<file path="src/rtl/drs_pkg.sv">
// Constants and types of the drive reset and diagnostic sequencer
`default_nettype none
package drs_pkg;
	// Clock and timing
	localparam int CLK_MHZ = 250;
	localparam longint CYC_PER_MS = longint'(CLK_MHZ) * 64'd1000;
	localparam longint T_DETECT_MS = 450;
	localparam longint T_SLAVE_MS = 5000;
	localparam longint T_PASSED_DIAG_LINE_N_MS = 6000;
	localparam longint T_IDLE_MS = 30000;
	localparam longint DETECT_CYC = T_DETECT_MS * CYC_PER_MS;
	localparam longint SLAVE_CYC = T_SLAVE_MS * CYC_PER_MS;
	localparam longint PASSED_DIAG_LINE_N_CYC = T_PASSED_DIAG_LINE_N_MS * CYC_PER_MS;
	localparam longint IDLE_CYC = T_IDLE_MS * CYC_PER_MS;
	localparam int CNT_W = 34;
	localparam logic [CNT_W-1:0] SYNC_SETTLE = 34'h0_0000_0002;
	// Register byte offsets and indices
	localparam logic [31:0] OFS_CTRL = 32'h0000_0000;
	localparam logic [31:0] OFS_STATUS = 32'h0000_0004;
	localparam logic [31:0] OFS_TASK = 32'h0000_0008;
	localparam logic [31:0] OFS_HEAD = 32'h0000_000C;
	localparam logic [2:0] IDX_CTRL = 3'h0;
	localparam logic [2:0] IDX_STATUS = 3'h1;
	localparam logic [2:0] IDX_TASK = 3'h2;
	localparam logic [2:0] IDX_HEAD = 3'h3;
	localparam logic [2:0] IDX_NONE = 3'h7;
	// Control register fields
	localparam int CTRL_SRST = 0;
	localparam int CTRL_DIAG = 1;
	localparam int CTRL_CMD = 2;
	localparam int CTRL_PASS = 3;
	localparam int CTRL_DONE = 4;
	localparam int CTRL_SPIN = 5;
	localparam int CTRL_CODE_LO = 8;
	localparam int CTRL_W = 16;
	// Status and error values
	localparam logic [7:0] ST_BUSY = 8'h80;
	localparam logic [7:0] ST_CLEAR = 8'h00;
	localparam logic [7:0] ST_READY = 8'h50;
	localparam logic [7:0] ERR_OK = 8'h01;
	localparam logic [7:0] ERR_SLV_FAIL = 8'h05;
	localparam logic [7:0] ERR_MISS_OK = 8'h09;
	localparam logic [7:0] ERR_MISS_FAIL = 8'h0B;
	localparam logic [7:0] ERR_DIAG_MISS_OK = 8'h81;
	localparam logic [7:0] ERR_DIAG_MISS_BASE = 8'h80;
	// Task-file values
	localparam logic [7:0] TF_SEC_INIT = 8'h01;
	localparam logic [7:0] TF_ZERO = 8'h00;
	// AHB
	localparam logic [1:0] HRESP_OKAY = 2'h0;
	typedef enum logic [2:0] {
		ST_JUMP = 3'b000, ST_ANN = 3'b001, ST_DETECT = 3'b010, ST_RUN = 3'b011,
		ST_PWAIT = 3'b100, ST_SRST = 3'b101, ST_SPIN = 3'b110, ST_IDLE = 3'b111
	} drs_state_t;
	typedef enum logic [1:0] {FL_HARD = 2'b00, FL_SRST = 2'b01, FL_DIAG = 2'b10} drs_flow_t;
	typedef struct packed {
		drs_state_t state;
		drs_flow_t flow;
		logic [CNT_W-1:0] cnt;
		logic isMaster;
		logic slavePresent;
		logic postsBoth;
		logic [7:0] statusOwn;
		logic [7:0] statusPeer;
		logic [7:0] errReg;
		logic [7:0] secCount;
		logic [7:0] secNum;
		logic [7:0] cylLo;
		logic [7:0] cylHi;
		logic [7:0] drvHead;
		logic diagOut_n;
		logic diagOe;
		logic actOut_n;
		logic actOe;
		logic irq;
		logic idleDone;
		logic [1:0] jumpSync;
		logic [1:0] diagSync;
		logic [1:0] actSync;
		logic [CTRL_W-1:0] ctrl;
		logic wrPend;
		logic [2:0] wrIdx;
		logic [31:0] rdata;
	} drs_regs_t;
endpackage
`default_nettype wire

</file>
<file path="src/rtl/drs_sequencer.sv">
// Drive reset and diagnostic sequencer with AHB-Lite register access
//
// The AHB-Lite register port and the register offsets were left to the implementer.
`default_nettype none
////////////////////////////////////////////////////////////////////////////////
module drs_sequencer #(
	parameter logic [drs_pkg::CNT_W-1:0] DETECT_CYC = drs_pkg::CNT_W'(drs_pkg::DETECT_CYC),
	parameter logic [drs_pkg::CNT_W-1:0] SLAVE_CYC = drs_pkg::CNT_W'(drs_pkg::SLAVE_CYC),
	parameter logic [drs_pkg::CNT_W-1:0] PASSED_DIAG_LINE_N_CYC = drs_pkg::CNT_W'(drs_pkg::PASSED_DIAG_LINE_N_CYC),
	parameter logic [drs_pkg::CNT_W-1:0] IDLE_CYC = drs_pkg::CNT_W'(drs_pkg::IDLE_CYC),
	parameter bit MISS_USE_TABLE = 1'b0
) (
	// Clock and reset
	input wire logic ref_clk,
	input wire logic rst,
	// AHB-Lite slave
	input wire logic hsel,
	input wire logic [31:0] haddr,
	input wire logic [1:0] htrans,
	input wire logic hwrite,
	input wire logic [2:0] hsize,
	input wire logic [31:0] hwdata,
	input wire logic hready,
	output logic [31:0] hrdata,
	output logic hreadyout,
	output logic [1:0] hresp,
	// Drive select jumper, high for master
	input wire logic jumperMaster,
	// Passed-diagnostics line
	input wire logic passedDiagLineIn_n,
	output logic passedDiagLineOut_n,
	output logic passedDiagLineOe,
	// Active/present line
	input wire logic activePresentIn_n,
	output logic activePresentOut_n,
	output logic activePresentOe,
	// Host side status
	output logic busyFlag,
	output logic hostIntrq
);
	import drs_pkg::*;

	////////////////////////////////////////////////////////////////////////////
	// Refuse windows the counters cannot serve
	if (DETECT_CYC == '0 || SLAVE_CYC == '0 || PASSED_DIAG_LINE_N_CYC == '0 || IDLE_CYC == '0) begin : gBadCount
		$error("drs_sequencer: timeout counts must be non-zero");
	end

	// Word index of an aligned register address, IDX_NONE when unmapped
	function automatic logic [2:0] decIdx(input logic [31:0] a);
		logic [2:0] idx;
		idx = IDX_NONE;
		case (a)
			OFS_CTRL: idx = IDX_CTRL;
			OFS_STATUS: idx = IDX_STATUS;
			OFS_TASK: idx = IDX_TASK;
			OFS_HEAD: idx = IDX_HEAD;
			default: idx = IDX_NONE;
		endcase
		return idx;
	endfunction

	// Master error code from presence, passed line and own result
	function automatic logic [7:0] masterErr(input logic present, input logic sig,
			input logic pass, input logic [7:0] code, input logic diagFlow);
		logic [7:0] e;
		e = ERR_MISS_OK;
		if (present && sig) begin
			e = pass ? ERR_OK : ERR_SLV_FAIL;
		end else if (diagFlow && present && !MISS_USE_TABLE) begin
			e = pass ? ERR_DIAG_MISS_OK : 8'(ERR_DIAG_MISS_BASE + code);
		end else begin
			e = pass ? ERR_MISS_OK : ERR_MISS_FAIL;
		end
		return e;
	endfunction

	////////////////////////////////////////////////////////////////////////////
	// State
	drs_regs_t r_r;
	drs_regs_t r_nxt;

	logic addrPhase;
	logic srstBit;
	logic diagCmd;
	logic hostCmd;
	logic selfPass;
	logic selfDone;
	logic spinReady;
	logic [7:0] selfCode;

	// Bus phase and control fields
	assign addrPhase = hsel && hready && htrans[1];
	assign srstBit = r_r.ctrl[CTRL_SRST];
	assign diagCmd = r_r.ctrl[CTRL_DIAG];
	assign hostCmd = r_r.ctrl[CTRL_CMD];
	assign selfPass = r_r.ctrl[CTRL_PASS];
	assign selfDone = r_r.ctrl[CTRL_DONE];
	assign spinReady = r_r.ctrl[CTRL_SPIN];
	assign selfCode = r_r.ctrl[CTRL_CODE_LO +: 8];

	////////////////////////////////////////////////////////////////////////////
	// Next-state logic
	always_comb begin
		logic fin;
		logic sig;
		logic slvDone;
		logic clrIrq;
		logic setIrq;
		logic hard;
		logic [2:0] aIdx;
		fin = 1'b0;
		sig = 1'b0;
		slvDone = 1'b0;
		setIrq = 1'b0;
		hard = (r_r.flow == FL_HARD);
		aIdx = decIdx(haddr);
		r_nxt = r_r;
		// Pin synchronisers
		r_nxt.jumpSync = {r_r.jumpSync[0], jumperMaster};
		r_nxt.diagSync = {r_r.diagSync[0], passedDiagLineIn_n};
		r_nxt.actSync = {r_r.actSync[0], activePresentIn_n};
		// Command strobes last one cycle
		r_nxt.ctrl[CTRL_DIAG] = 1'b0;
		r_nxt.ctrl[CTRL_CMD] = 1'b0;
		// Bus data phase write, address phase read
		if (r_r.wrPend && r_r.wrIdx == IDX_CTRL) begin
			r_nxt.ctrl = hwdata[CTRL_W-1:0];
		end
		r_nxt.wrPend = addrPhase && hwrite;
		r_nxt.wrIdx = aIdx;
		clrIrq = addrPhase && !hwrite && aIdx == IDX_STATUS;
		if (addrPhase && !hwrite) begin
			case (aIdx)
				IDX_CTRL: r_nxt.rdata = {16'h0000, r_r.ctrl};
				IDX_STATUS: r_nxt.rdata = {2'h0, r_r.actOut_n, r_r.diagOut_n, r_r.irq, r_r.postsBoth,
					r_r.slavePresent, r_r.isMaster, r_r.statusPeer, r_r.errReg, r_r.statusOwn};
				IDX_TASK: r_nxt.rdata = {r_r.cylHi, r_r.cylLo, r_r.secNum, r_r.secCount};
				IDX_HEAD: r_nxt.rdata = {24'h00_0000, r_r.drvHead};
				default: r_nxt.rdata = 32'h0000_0000;
			endcase
		end
		// Sequencer
		case (r_r.state)
			ST_JUMP: begin
				r_nxt.cnt = r_r.cnt + 1'b1;
				if (r_r.cnt == SYNC_SETTLE) begin
					r_nxt.isMaster = r_r.jumpSync[1];
					r_nxt.cnt = '0;
					if (r_r.jumpSync[1]) begin
						r_nxt.diagOe = 1'b0;
						r_nxt.actOe = 1'b0;
						r_nxt.state = ST_DETECT;
					end else begin
						r_nxt.diagOut_n = 1'b1;
						r_nxt.diagOe = 1'b1;
						r_nxt.postsBoth = 1'b0;
						r_nxt.state = ST_ANN;
					end
				end
			end
			ST_ANN: begin
				r_nxt.actOut_n = 1'b0;
				r_nxt.actOe = 1'b1;
				r_nxt.state = ST_RUN;
			end
			ST_DETECT: begin
				r_nxt.cnt = r_r.cnt + 1'b1;
				if (!r_r.actSync[1]) begin
					r_nxt.slavePresent = 1'b1;
					r_nxt.postsBoth = 1'b0;
					r_nxt.actOut_n = 1'b0;
					r_nxt.actOe = 1'b1;
					r_nxt.cnt = '0;
					r_nxt.state = ST_RUN;
				end else if (r_r.cnt >= DETECT_CYC - 1'b1) begin
					r_nxt.cnt = '0;
					r_nxt.state = ST_RUN;
				end
			end
			ST_RUN: begin
				r_nxt.cnt = r_r.cnt + 1'b1;
				if (selfDone || r_r.cnt >= SLAVE_CYC - 1'b1) begin
					r_nxt.cnt = '0;
					if (!r_r.isMaster) begin
						slvDone = 1'b1;
					end else if (r_r.slavePresent) begin
						r_nxt.state = ST_PWAIT;
					end else begin
						fin = 1'b1;
					end
				end
			end
			ST_PWAIT: begin
				r_nxt.cnt = r_r.cnt + 1'b1;
				if (!r_r.diagSync[1]) begin
					fin = 1'b1;
					sig = 1'b1;
				end else if (r_r.cnt >= PASSED_DIAG_LINE_N_CYC - 1'b1) begin
					fin = 1'b1;
				end
			end
			ST_SRST: begin
				r_nxt.cnt = '0;
				if (!srstBit) begin
					r_nxt.state = ST_RUN;
				end
			end
			ST_SPIN: begin
				if (spinReady) begin
					r_nxt.statusOwn = ST_READY;
					r_nxt.cnt = '0;
					r_nxt.state = ST_IDLE;
				end
			end
			ST_IDLE: begin
				if (hostCmd) begin
					r_nxt.idleDone = 1'b1;
				end else if (!r_r.idleDone) begin
					r_nxt.cnt = r_r.cnt + 1'b1;
					if (r_r.cnt >= IDLE_CYC - 1'b1) begin
						r_nxt.actOut_n = 1'b1;
						r_nxt.idleDone = 1'b1;
					end
				end
			end
			default: begin
				r_nxt.state = ST_JUMP;
			end
		endcase
		// Slave posts its own result
		if (slvDone) begin
			r_nxt.errReg = (selfDone && selfPass) ? ERR_OK : selfCode;
			r_nxt.diagOut_n = !(selfDone && selfPass);
			r_nxt.statusOwn = hard ? ST_CLEAR : ST_READY;
		end
		// Master posts the combined result
		if (fin) begin
			r_nxt.errReg = masterErr(r_r.slavePresent, sig, selfDone && selfPass, selfCode,
				r_r.flow == FL_DIAG);
			r_nxt.statusOwn = hard ? ST_CLEAR : ST_READY;
			if (r_r.postsBoth) begin
				r_nxt.statusPeer = ST_CLEAR;
			end
			setIrq = (r_r.flow == FL_DIAG);
		end
		// Load task file and move on
		if (slvDone || fin) begin
			r_nxt.secCount = TF_SEC_INIT;
			r_nxt.secNum = TF_SEC_INIT;
			r_nxt.cylLo = TF_ZERO;
			r_nxt.cylHi = TF_ZERO;
			r_nxt.drvHead = TF_ZERO;
			r_nxt.idleDone = 1'b0;
			r_nxt.cnt = '0;
			r_nxt.state = hard ? ST_SPIN : ST_IDLE;
		end
		// Software reset and diagnostic command entry
		if (srstBit && r_r.state != ST_SRST && r_r.state != ST_JUMP && r_r.state != ST_ANN
				&& r_r.state != ST_DETECT) begin
			r_nxt.flow = FL_SRST;
			r_nxt.statusOwn = ST_BUSY;
			if (!r_r.isMaster) begin
				r_nxt.diagOut_n = 1'b1;
			end
			r_nxt.actOut_n = 1'b0;
			r_nxt.actOe = 1'b1;
			r_nxt.cnt = '0;
			r_nxt.state = ST_SRST;
		end else if (diagCmd && (r_r.state == ST_IDLE || r_r.state == ST_SPIN)) begin
			r_nxt.flow = FL_DIAG;
			r_nxt.statusOwn = ST_BUSY;
			if (!r_r.isMaster) begin
				r_nxt.diagOut_n = 1'b1;
			end
			r_nxt.actOut_n = 1'b0;
			r_nxt.actOe = 1'b1;
			r_nxt.cnt = '0;
			r_nxt.state = ST_RUN;
		end
		// Interrupt: a new request wins over a status read
		r_nxt.irq = (r_r.irq && !clrIrq) || setIrq;
	end

	////////////////////////////////////////////////////////////////////////////
	// State register
	always_ff @(posedge ref_clk or posedge rst) begin
		if (rst) begin
			r_r <= '0;
			r_r.state <= ST_JUMP;
			r_r.flow <= FL_HARD;
			r_r.postsBoth <= 1'b1;
			r_r.statusOwn <= ST_BUSY;
			r_r.statusPeer <= ST_BUSY;
			r_r.diagOut_n <= 1'b1;
			r_r.actOut_n <= 1'b1;
			r_r.jumpSync <= 2'b11;
			r_r.diagSync <= 2'b11;
			r_r.actSync <= 2'b11;
			r_r.wrIdx <= IDX_NONE;
		end else begin
			r_r <= r_nxt;
		end
	end

	////////////////////////////////////////////////////////////////////////////
	// Outputs
	assign hrdata = r_r.rdata;
	assign hreadyout = 1'b1;
	assign hresp = HRESP_OKAY;
	assign passedDiagLineOut_n = r_r.diagOut_n;
	assign passedDiagLineOe = r_r.diagOe;
	assign activePresentOut_n = r_r.actOut_n;
	assign activePresentOe = r_r.actOe;
	assign busyFlag = r_r.statusOwn[7];
	assign hostIntrq = r_r.irq;
endmodule
`default_nettype wire

</file>
<file path="config.mk">
export PLATFORM = sky130hd
export DESIGN_NAME = drs_sequencer
export DESIGN_NICKNAME = d
export VERILOG_FILES = /design/src/rtl/drs_pkg.sv /design/src/rtl/drs_sequencer.sv
export SDC_FILE = /design/constraint.sdc
export NUM_CORES = 1
export LEC_CHECK = 0
export BUFFER_PORTS_ARGS = -buffer_cell sky130_fd_sc_hd__buf_2
export CAP_MARGIN = 25
export CORE_MARGIN = 1.5
export CORE_UTILIZATION = 51
export DETAILED_ROUTE_END_ITERATION = 8
export HOLD_SLACK_MARGIN = 0.15
export PLACE_DENSITY = 0.79
export SYNTH_ARGS = -nofsm -noshare
export SYNTH_HDL_FRONTEND = slang
export SYNTH_SLANG_ARGS = --single-unit
export TNS_END_PERCENT = 30
</file>
<file path="constraint.sdc">
create_clock -name ref_clk -period 3.5 [get_ports ref_clk]
set_clock_uncertainty 0.05 [all_clocks]
set_input_delay 0.875 -clock ref_clk [delete_from_list [all_inputs] [get_ports ref_clk]]
set_output_delay 0.875 -clock ref_clk [all_outputs]
set_load 0.005 [all_outputs]
</file>
==> flow_summary.toml, run 1 <==
[status]
status = "completed"

[sta]
timing.final.hold_violations = 0
rsz0062_at_grt = "no"
tightest_slew_ns = 0.9141
setup_tns_ns = 0
setup_violations = 0
fmaxAchievable_mhz = 308.9
drv_slew = 0
min_period_ns = 3.237
max_slew_margin = 0.3870
fin_crit_sh = 0.9250

[clock_network]
cts_tree = "yes"
cts_buffers = 9
postCtsSetupBuffers = 0
cts-root-buf = "clkbuf_16"
path_clk_slew_ns = 0.07
ctsHoldBuffers = 0
cts_buffer_depth = 2
cts_resized = 0
clk_latency_ns = 0.36
cts_htree_levels = 3
clock-sinks = 109

[synth]
synth.yosys.seq_area_share = 0.4352
synth_cell_types = 79
synth_area_um2 = 6307
synthCells = 689
async_flop_share = 1.000
synth_top_area_cell = "dfrtp_1"
avgSynthCellArea_um2 = 9.154
ys_seq_elements = 109
synthTopCellsByArea = "dfrtp_1 (38%), dfstp_2 (5.8%), nand2_1 (5.0%)"
synth-edff-count = 0
yosysWarnings = 0
synth_flop_cell = "dfrtp_1"
synth.top_cell.area_share = 0.3769

[grt]
grt_pass1_wl_um = 24300
antenna_found_initial = 0
grt_pass1_vias = 5038
grt_max_degree = 87
track_usage = 0.2350
overflow = 0

[placed_design]
io_buffers = 85
dp_hpwl_um = 10790
place_congestion = 0.9377
dpl_cell_area_um2 = 6600

[worst_setup_path]
cp_max_fo = 24
worstPathRequired_ns = 3.75
cp.arrival_ns = 3.49
rr_worst_depth = 9
start_kind = "flop"
end_kind = "flop"
crit_type = "reg -> reg"

[drt]
drt-vias-per-instance = 5.892
drtIter0Drc = 507
routed_wl_um = 14730
drt_pass1_iterations = 5
wl_per_cell_um = 16.44
drtAntennaViolNets = 0
vias = 5279
drc_errors = 0

[floorplanning]
initial_core_util = 0.5229
chipWidth_um = 114.2
design.core.area_um2 = 12060
chipHeight_um = 114.2
io_pins = 118
die-area_um2 = 13040
num_rows = 40

[min_path]
hold_depth = 0
hold_path.class = "reg -> reg"

[final_layout]
drive_above_1_share = 0.2170
finalInstanceArea_um2 = 6878
final_common_cell = "dfrtp_1"
areaGrowthSynthToFinish_pct = 9.046
n_antenna_cell = 0
final_cell_mix = "dfrtp_1 (95), buf_2 (85), nand2_1 (84)"
fin_nets = 806

[power_and_ir_drop]
clkPwrFrac = 0.254
leakage_nw = 3.205
switching_share = 0.3795
power.share.combinational = 0.348
p_int_w = 0.002340
p_seq_frac = 0.398
switching_power_w = 0.001431
power.density_nw_per_um2 = 548.3
ir_worst_vdd_mv = 0.4876
p_total_w = 0.003771

[job]
cap_violations = 0
metal layers:
metal	GRT usage	up-vias	part of all wire
met3	0.05717	26	0.060
met5	0	-	0
met2	0.3851	173	0.47
met1	0.3035	2559	0.45
li1	-	2521	-
met4	0.08667	0	0.022
power groups by stage:
stage	clock [W]	combinational, W	sequential (W)
floorplan	0	0.00103	0.00147
global placement	0	0.00126	0.00151
detailed placement	0	0.00130	0.00151
CTS	0.000987	0.00130	0.00149
global route	0.00104	0.00145	0.00151
finish	0.000959	0.00131	0.00150
path summary, 6_finish.rpt:
path                       slack (ns)                  from              endpoint
max                              0.26  r_r[131]$_DFFE_PP0P_  r_r[138]$_DFFE_PP0P_
min                              0.31   r_nxt[57]$_DFF_PP1_     r_r[57]$_DFF_PP1_
max reg2reg                      0.26  r_r[131]$_DFFE_PP0P_  r_r[138]$_DFFE_PP0P_
min reg2reg                      0.31   r_nxt[57]$_DFF_PP1_     r_r[57]$_DFF_PP1_
max in group asynchronous        2.07                   rst  r_r[119]$_DFFE_PP1P_
min in group asynchronous        0.52                   rst  r_r[162]$_DFFE_PP0P_
area by class of cell:
| class | instances | area (um^2) |
|---|---|---|
| flip-flops and latches | 109 | 2745 |
| multi-input cells | 488 | 3045 |
| clock inverters | 4 | 31.28 |
| well taps | 168 | 210.2 |
| repair buffers | 97 | 528.0 |
| inverters | 18 | 71.32 |
| fillers | 1055 | 5184 |
| clock buffers | 12 | 246.5 |
cell families after synthesis:
group / count (synthesis) / synth area share
flops: 109 / 0.4352
other cells: 2 / 0.001191
buf+inv: 102 / 0.08887
fa+ha+maj: 6 / 0.01190
simple gates: 267 / 0.2170
compound gates: 175 / 0.1986
mux: 28 / 0.04721
per-stage QoR:
step / setup WS, ns / util / hold slack [ns] / std cells
global route: 0.07243 / 0.5702 / 0.3164 / 896
CTS: 0.2524 / 0.5702 / 0.3074 / 896
detailed placement: 0.2530 / 0.5472 / 0.2975 / 880
floorplan: 0.8854 / - / 0.2952 / 699
global placement: 0.3557 / 0.5472 / 0.2962 / 880
finish: 0.2626 / 0.5702 / 0.3059 / 896
worst max-delay path: stages (launching register included):
cell	delay, ns
dfrtp_1	0.42
ha_1	0.25
nand4_1	0.18
o31ai_2	0.32
a311oi_2	0.18
a2111oi_1	0.55
nor3_4	0.18
and2_4	0.28
nor2_4	0.52
a22o_1	0.24
flip-flops by register name, indices dropped and copies added, names as in the netlist:
register,cells
r_r,75
hrdata,23
r_nxt,3
activePresentOe,1
activePresentOut_n,1
busyFlag,1
diagCmd,1
hostCmd,1
hostIntrq,1
passedDiagLineOe,1
passedDiagLineOut_n,1
synthesized netlist by cell type (4+ instances only):
cell type / number
mux2i_1: 14
and3_1: 5
dfstp_2: 14
a21o_1: 11
o31ai_1: 9
o2bb2ai_1: 9
nand4_1: 14
ha_1: 6
or3_1: 5
nor2_1: 50
inv_1: 18
buf_2: 12
nor2b_1: 11
clkbuf_1: 27
a21oi_1: 22
nor4_1: 17
nand3_1: 22
and2_1: 4
or2_2: 4
buf_4: 39
mux2_2: 14
nor3_1: 20
nand2_1: 84
o21ai_0: 46
a22o_1: 24
a211oi_1: 7
o2bb2a_1: 7
nand2b_1: 8
dfrtp_1: 95
(Power assumes the default switching activity.)
==> inputs of run 2 (changes only) <==
--- a/config.mk
+++ b/config.mk
@@ -7,7 +7,7 @@
 export LEC_CHECK = 0
 export BUFFER_PORTS_ARGS = -buffer_cell sky130_fd_sc_hd__buf_2
 export CAP_MARGIN = 25
-export CORE_MARGIN = 1.5
+export CORE_MARGIN = 3
 export CORE_UTILIZATION = 51
 export DETAILED_ROUTE_END_ITERATION = 8
 export HOLD_SLACK_MARGIN = 0.15
==> run 2 against run 1 <==
Against the previous run: worst hold slack about the same; critical path type unchanged; critical path depth did not move; total power is 3.2% higher; fmax is 0.81% lower; first-iteration DRC count is 3.7% lower; cell count is 0.56% higher; final area is 1.6% higher; largest power group unchanged.
==> flow_summary.toml, run 2 (synthesized netlist as in run 1, its figures left out) <==
[status]
status = "completed"

[sta]
rsz0062_at_grt = "no"
drv_slew = 0
timing.final.hold_violations = 0
setup_tns_ns = 0
max_slew_margin = 0.3316
fin_ws_ns = 0.2360
fin_crit_sh = 0.9326
tightest_slew_ns = 0.9966
fmaxAchievable_mhz = 306.4
hold_slack_ns = 0.3057
setup_violations = 0
min_period_ns = 3.264

[drt]
vias = 5380
drtAntennaViolNets = 0
drt-vias-per-instance = 5.971
drc_errors = 0
routed_wl_um = 15810
drtIter0Drc = 488
drt_pass1_iterations = 5
wl_per_cell_um = 17.54

[grt]
grt_pass1_wl_um = 25030
track_usage = 0.2327
overflow = 0
grt_pass1_vias = 5050
grt_max_degree = 52
antenna_found_initial = 0

[clock_network]
cts-root-buf = "clkbuf_16"
postCtsSetupBuffers = 0
cts_htree_levels = 3
cts_buffers = 9
cts_tree = "yes"
path_clk_slew_ns = 0.07
ctsHoldBuffers = 0
clock-sinks = 109
cts_buffer_depth = 2
clk_latency_ns = 0.36

[worst_setup_path]
start_kind = "flop"
r2r_slack_ns = 0.24
crit_buf_inv = 0
crit_chain = "ha_1 > nand4_1 > o31ai_2 > a311oi_2 > a2111oi_2 > nor3_4 > and2_4 > nor2_4 > a22o_1"
crit_type = "reg -> reg"
cp.arrival_ns = 3.51
path_delay_family = "compound AO/OA/AOI/OAI gates"
cp_max_fo = 24
end_kind = "flop"
crit_path_top_delay_cell = "a2111oi_2"
slowest_delay_ns = 0.62
worstPathRequired_ns = 3.74

[floorplanning]
initial_core_util = 0.5363
chipWidth_um = 117.2
design.core.area_um2 = 11760
num_rows = 39
chipHeight_um = 117.2
io_pins = 118
die-area_um2 = 13740

[power_and_ir_drop]
ir_worst_vdd_mv = 0.4524
leakage_nw = 3.263
power.density_nw_per_um2 = 556.7
p_total_w = 0.003891

[placed_design]
dp_hpwl_um = 11390
place_inst = 884
io_buffers = 85
preCtsSetupSlack_ns = 0.01851
place_congestion = 0.9234

[final_layout]
fin_nets = 815
fin_cells = 901
largest_reg_flops = 75
final_cell_mix = "dfrtp_1 (95), buf_2 (85), nand2_1 (84)"
max_flop_register = "r_r"
n_antenna_cell = 0
areaGrowthSynthToFinish_pct = 10.81
final_common_cell = "dfrtp_1"
drive_above_1_share = 0.2320

[job]
cap_violations = 0

[min_path]
hold_path.class = "reg -> reg"
-- run 2: changes by cell type in the layout (fill, tap and decap cells not counted), sizes merged --
cell / before / now
nor3: 22 / 23
clkinvlp: 1 / 2
inv: 19 / 20
buf: 97 / 105
clkbuf: 12 / 11
bufinv: 0 / 1
clkinv: 2 / 0
-- run 2: area by class of cell --
cell class,count,area [um^2]
fill,1013,4771
multi-input combinational,489,3070
sequential,109,2745
timing repair buffer,105,588.1
clock buffer,11,242.7
tap,164,205.2
inverter,18,71.32
clock inverter,5,66.31
-- run 2: worst paths after layout --
path	startpoint	to	cells after the start
min in group asynchronous	rst	passedDiagLineOe$_DFFE_PP0P_	2
worst max-delay path	r_r[131]$_DFFE_PP0P_	r_r[138]$_DFFE_PP0P_	9
worst min-delay path	r_nxt[53]$_DFF_PP1_	r_r[53]$_DFF_PP1_	0
worst min register to register	r_nxt[53]$_DFF_PP1_	r_r[53]$_DFF_PP1_	0
max in group asynchronous	rst	r_nxt[55]$_DFF_PP1_	3
worst max register to register	r_r[131]$_DFFE_PP0P_	r_r[138]$_DFFE_PP0P_	9
-- run 2: what timing repair did --
action                                 CTS  global route
cloned                                   0             1
endpoints found under the hold margin    0             0
pin swaps                                0             2
gates resized for setup                  1             2
setup endpoints to repair                1            30
-- run 2: stage by stage --
stage,area (um^2),utilization
final,6989,0.5943
after CTS,6967,0.5924
after global routing,6989,0.5943
after global placement,6655,0.5659
after detailed placement,6655,0.5659
after floorplan,6349,-
-- run 2: layer usage --
| metal | GRT usage | share of wire |
|---|---|---|
| met3 | 0.05347 | 0.062 |
| met4 | 0.05887 | 0.015 |
| met2 | 0.3940 | 0.48 |
| met1 | 0.3024 | 0.45 |
| met5 | 0 | 0 |
-- run 2: where the power goes --
group | total (W) | switching, W | internal, W
combinational | 0.00133 | 0.000863 | 0.000463
sequential | 0.00150 | 0.000130 | 0.00137
clock | 0.00106 | 0.000477 | 0.000585
total | 0.00389 | 0.00147 | 0.00242
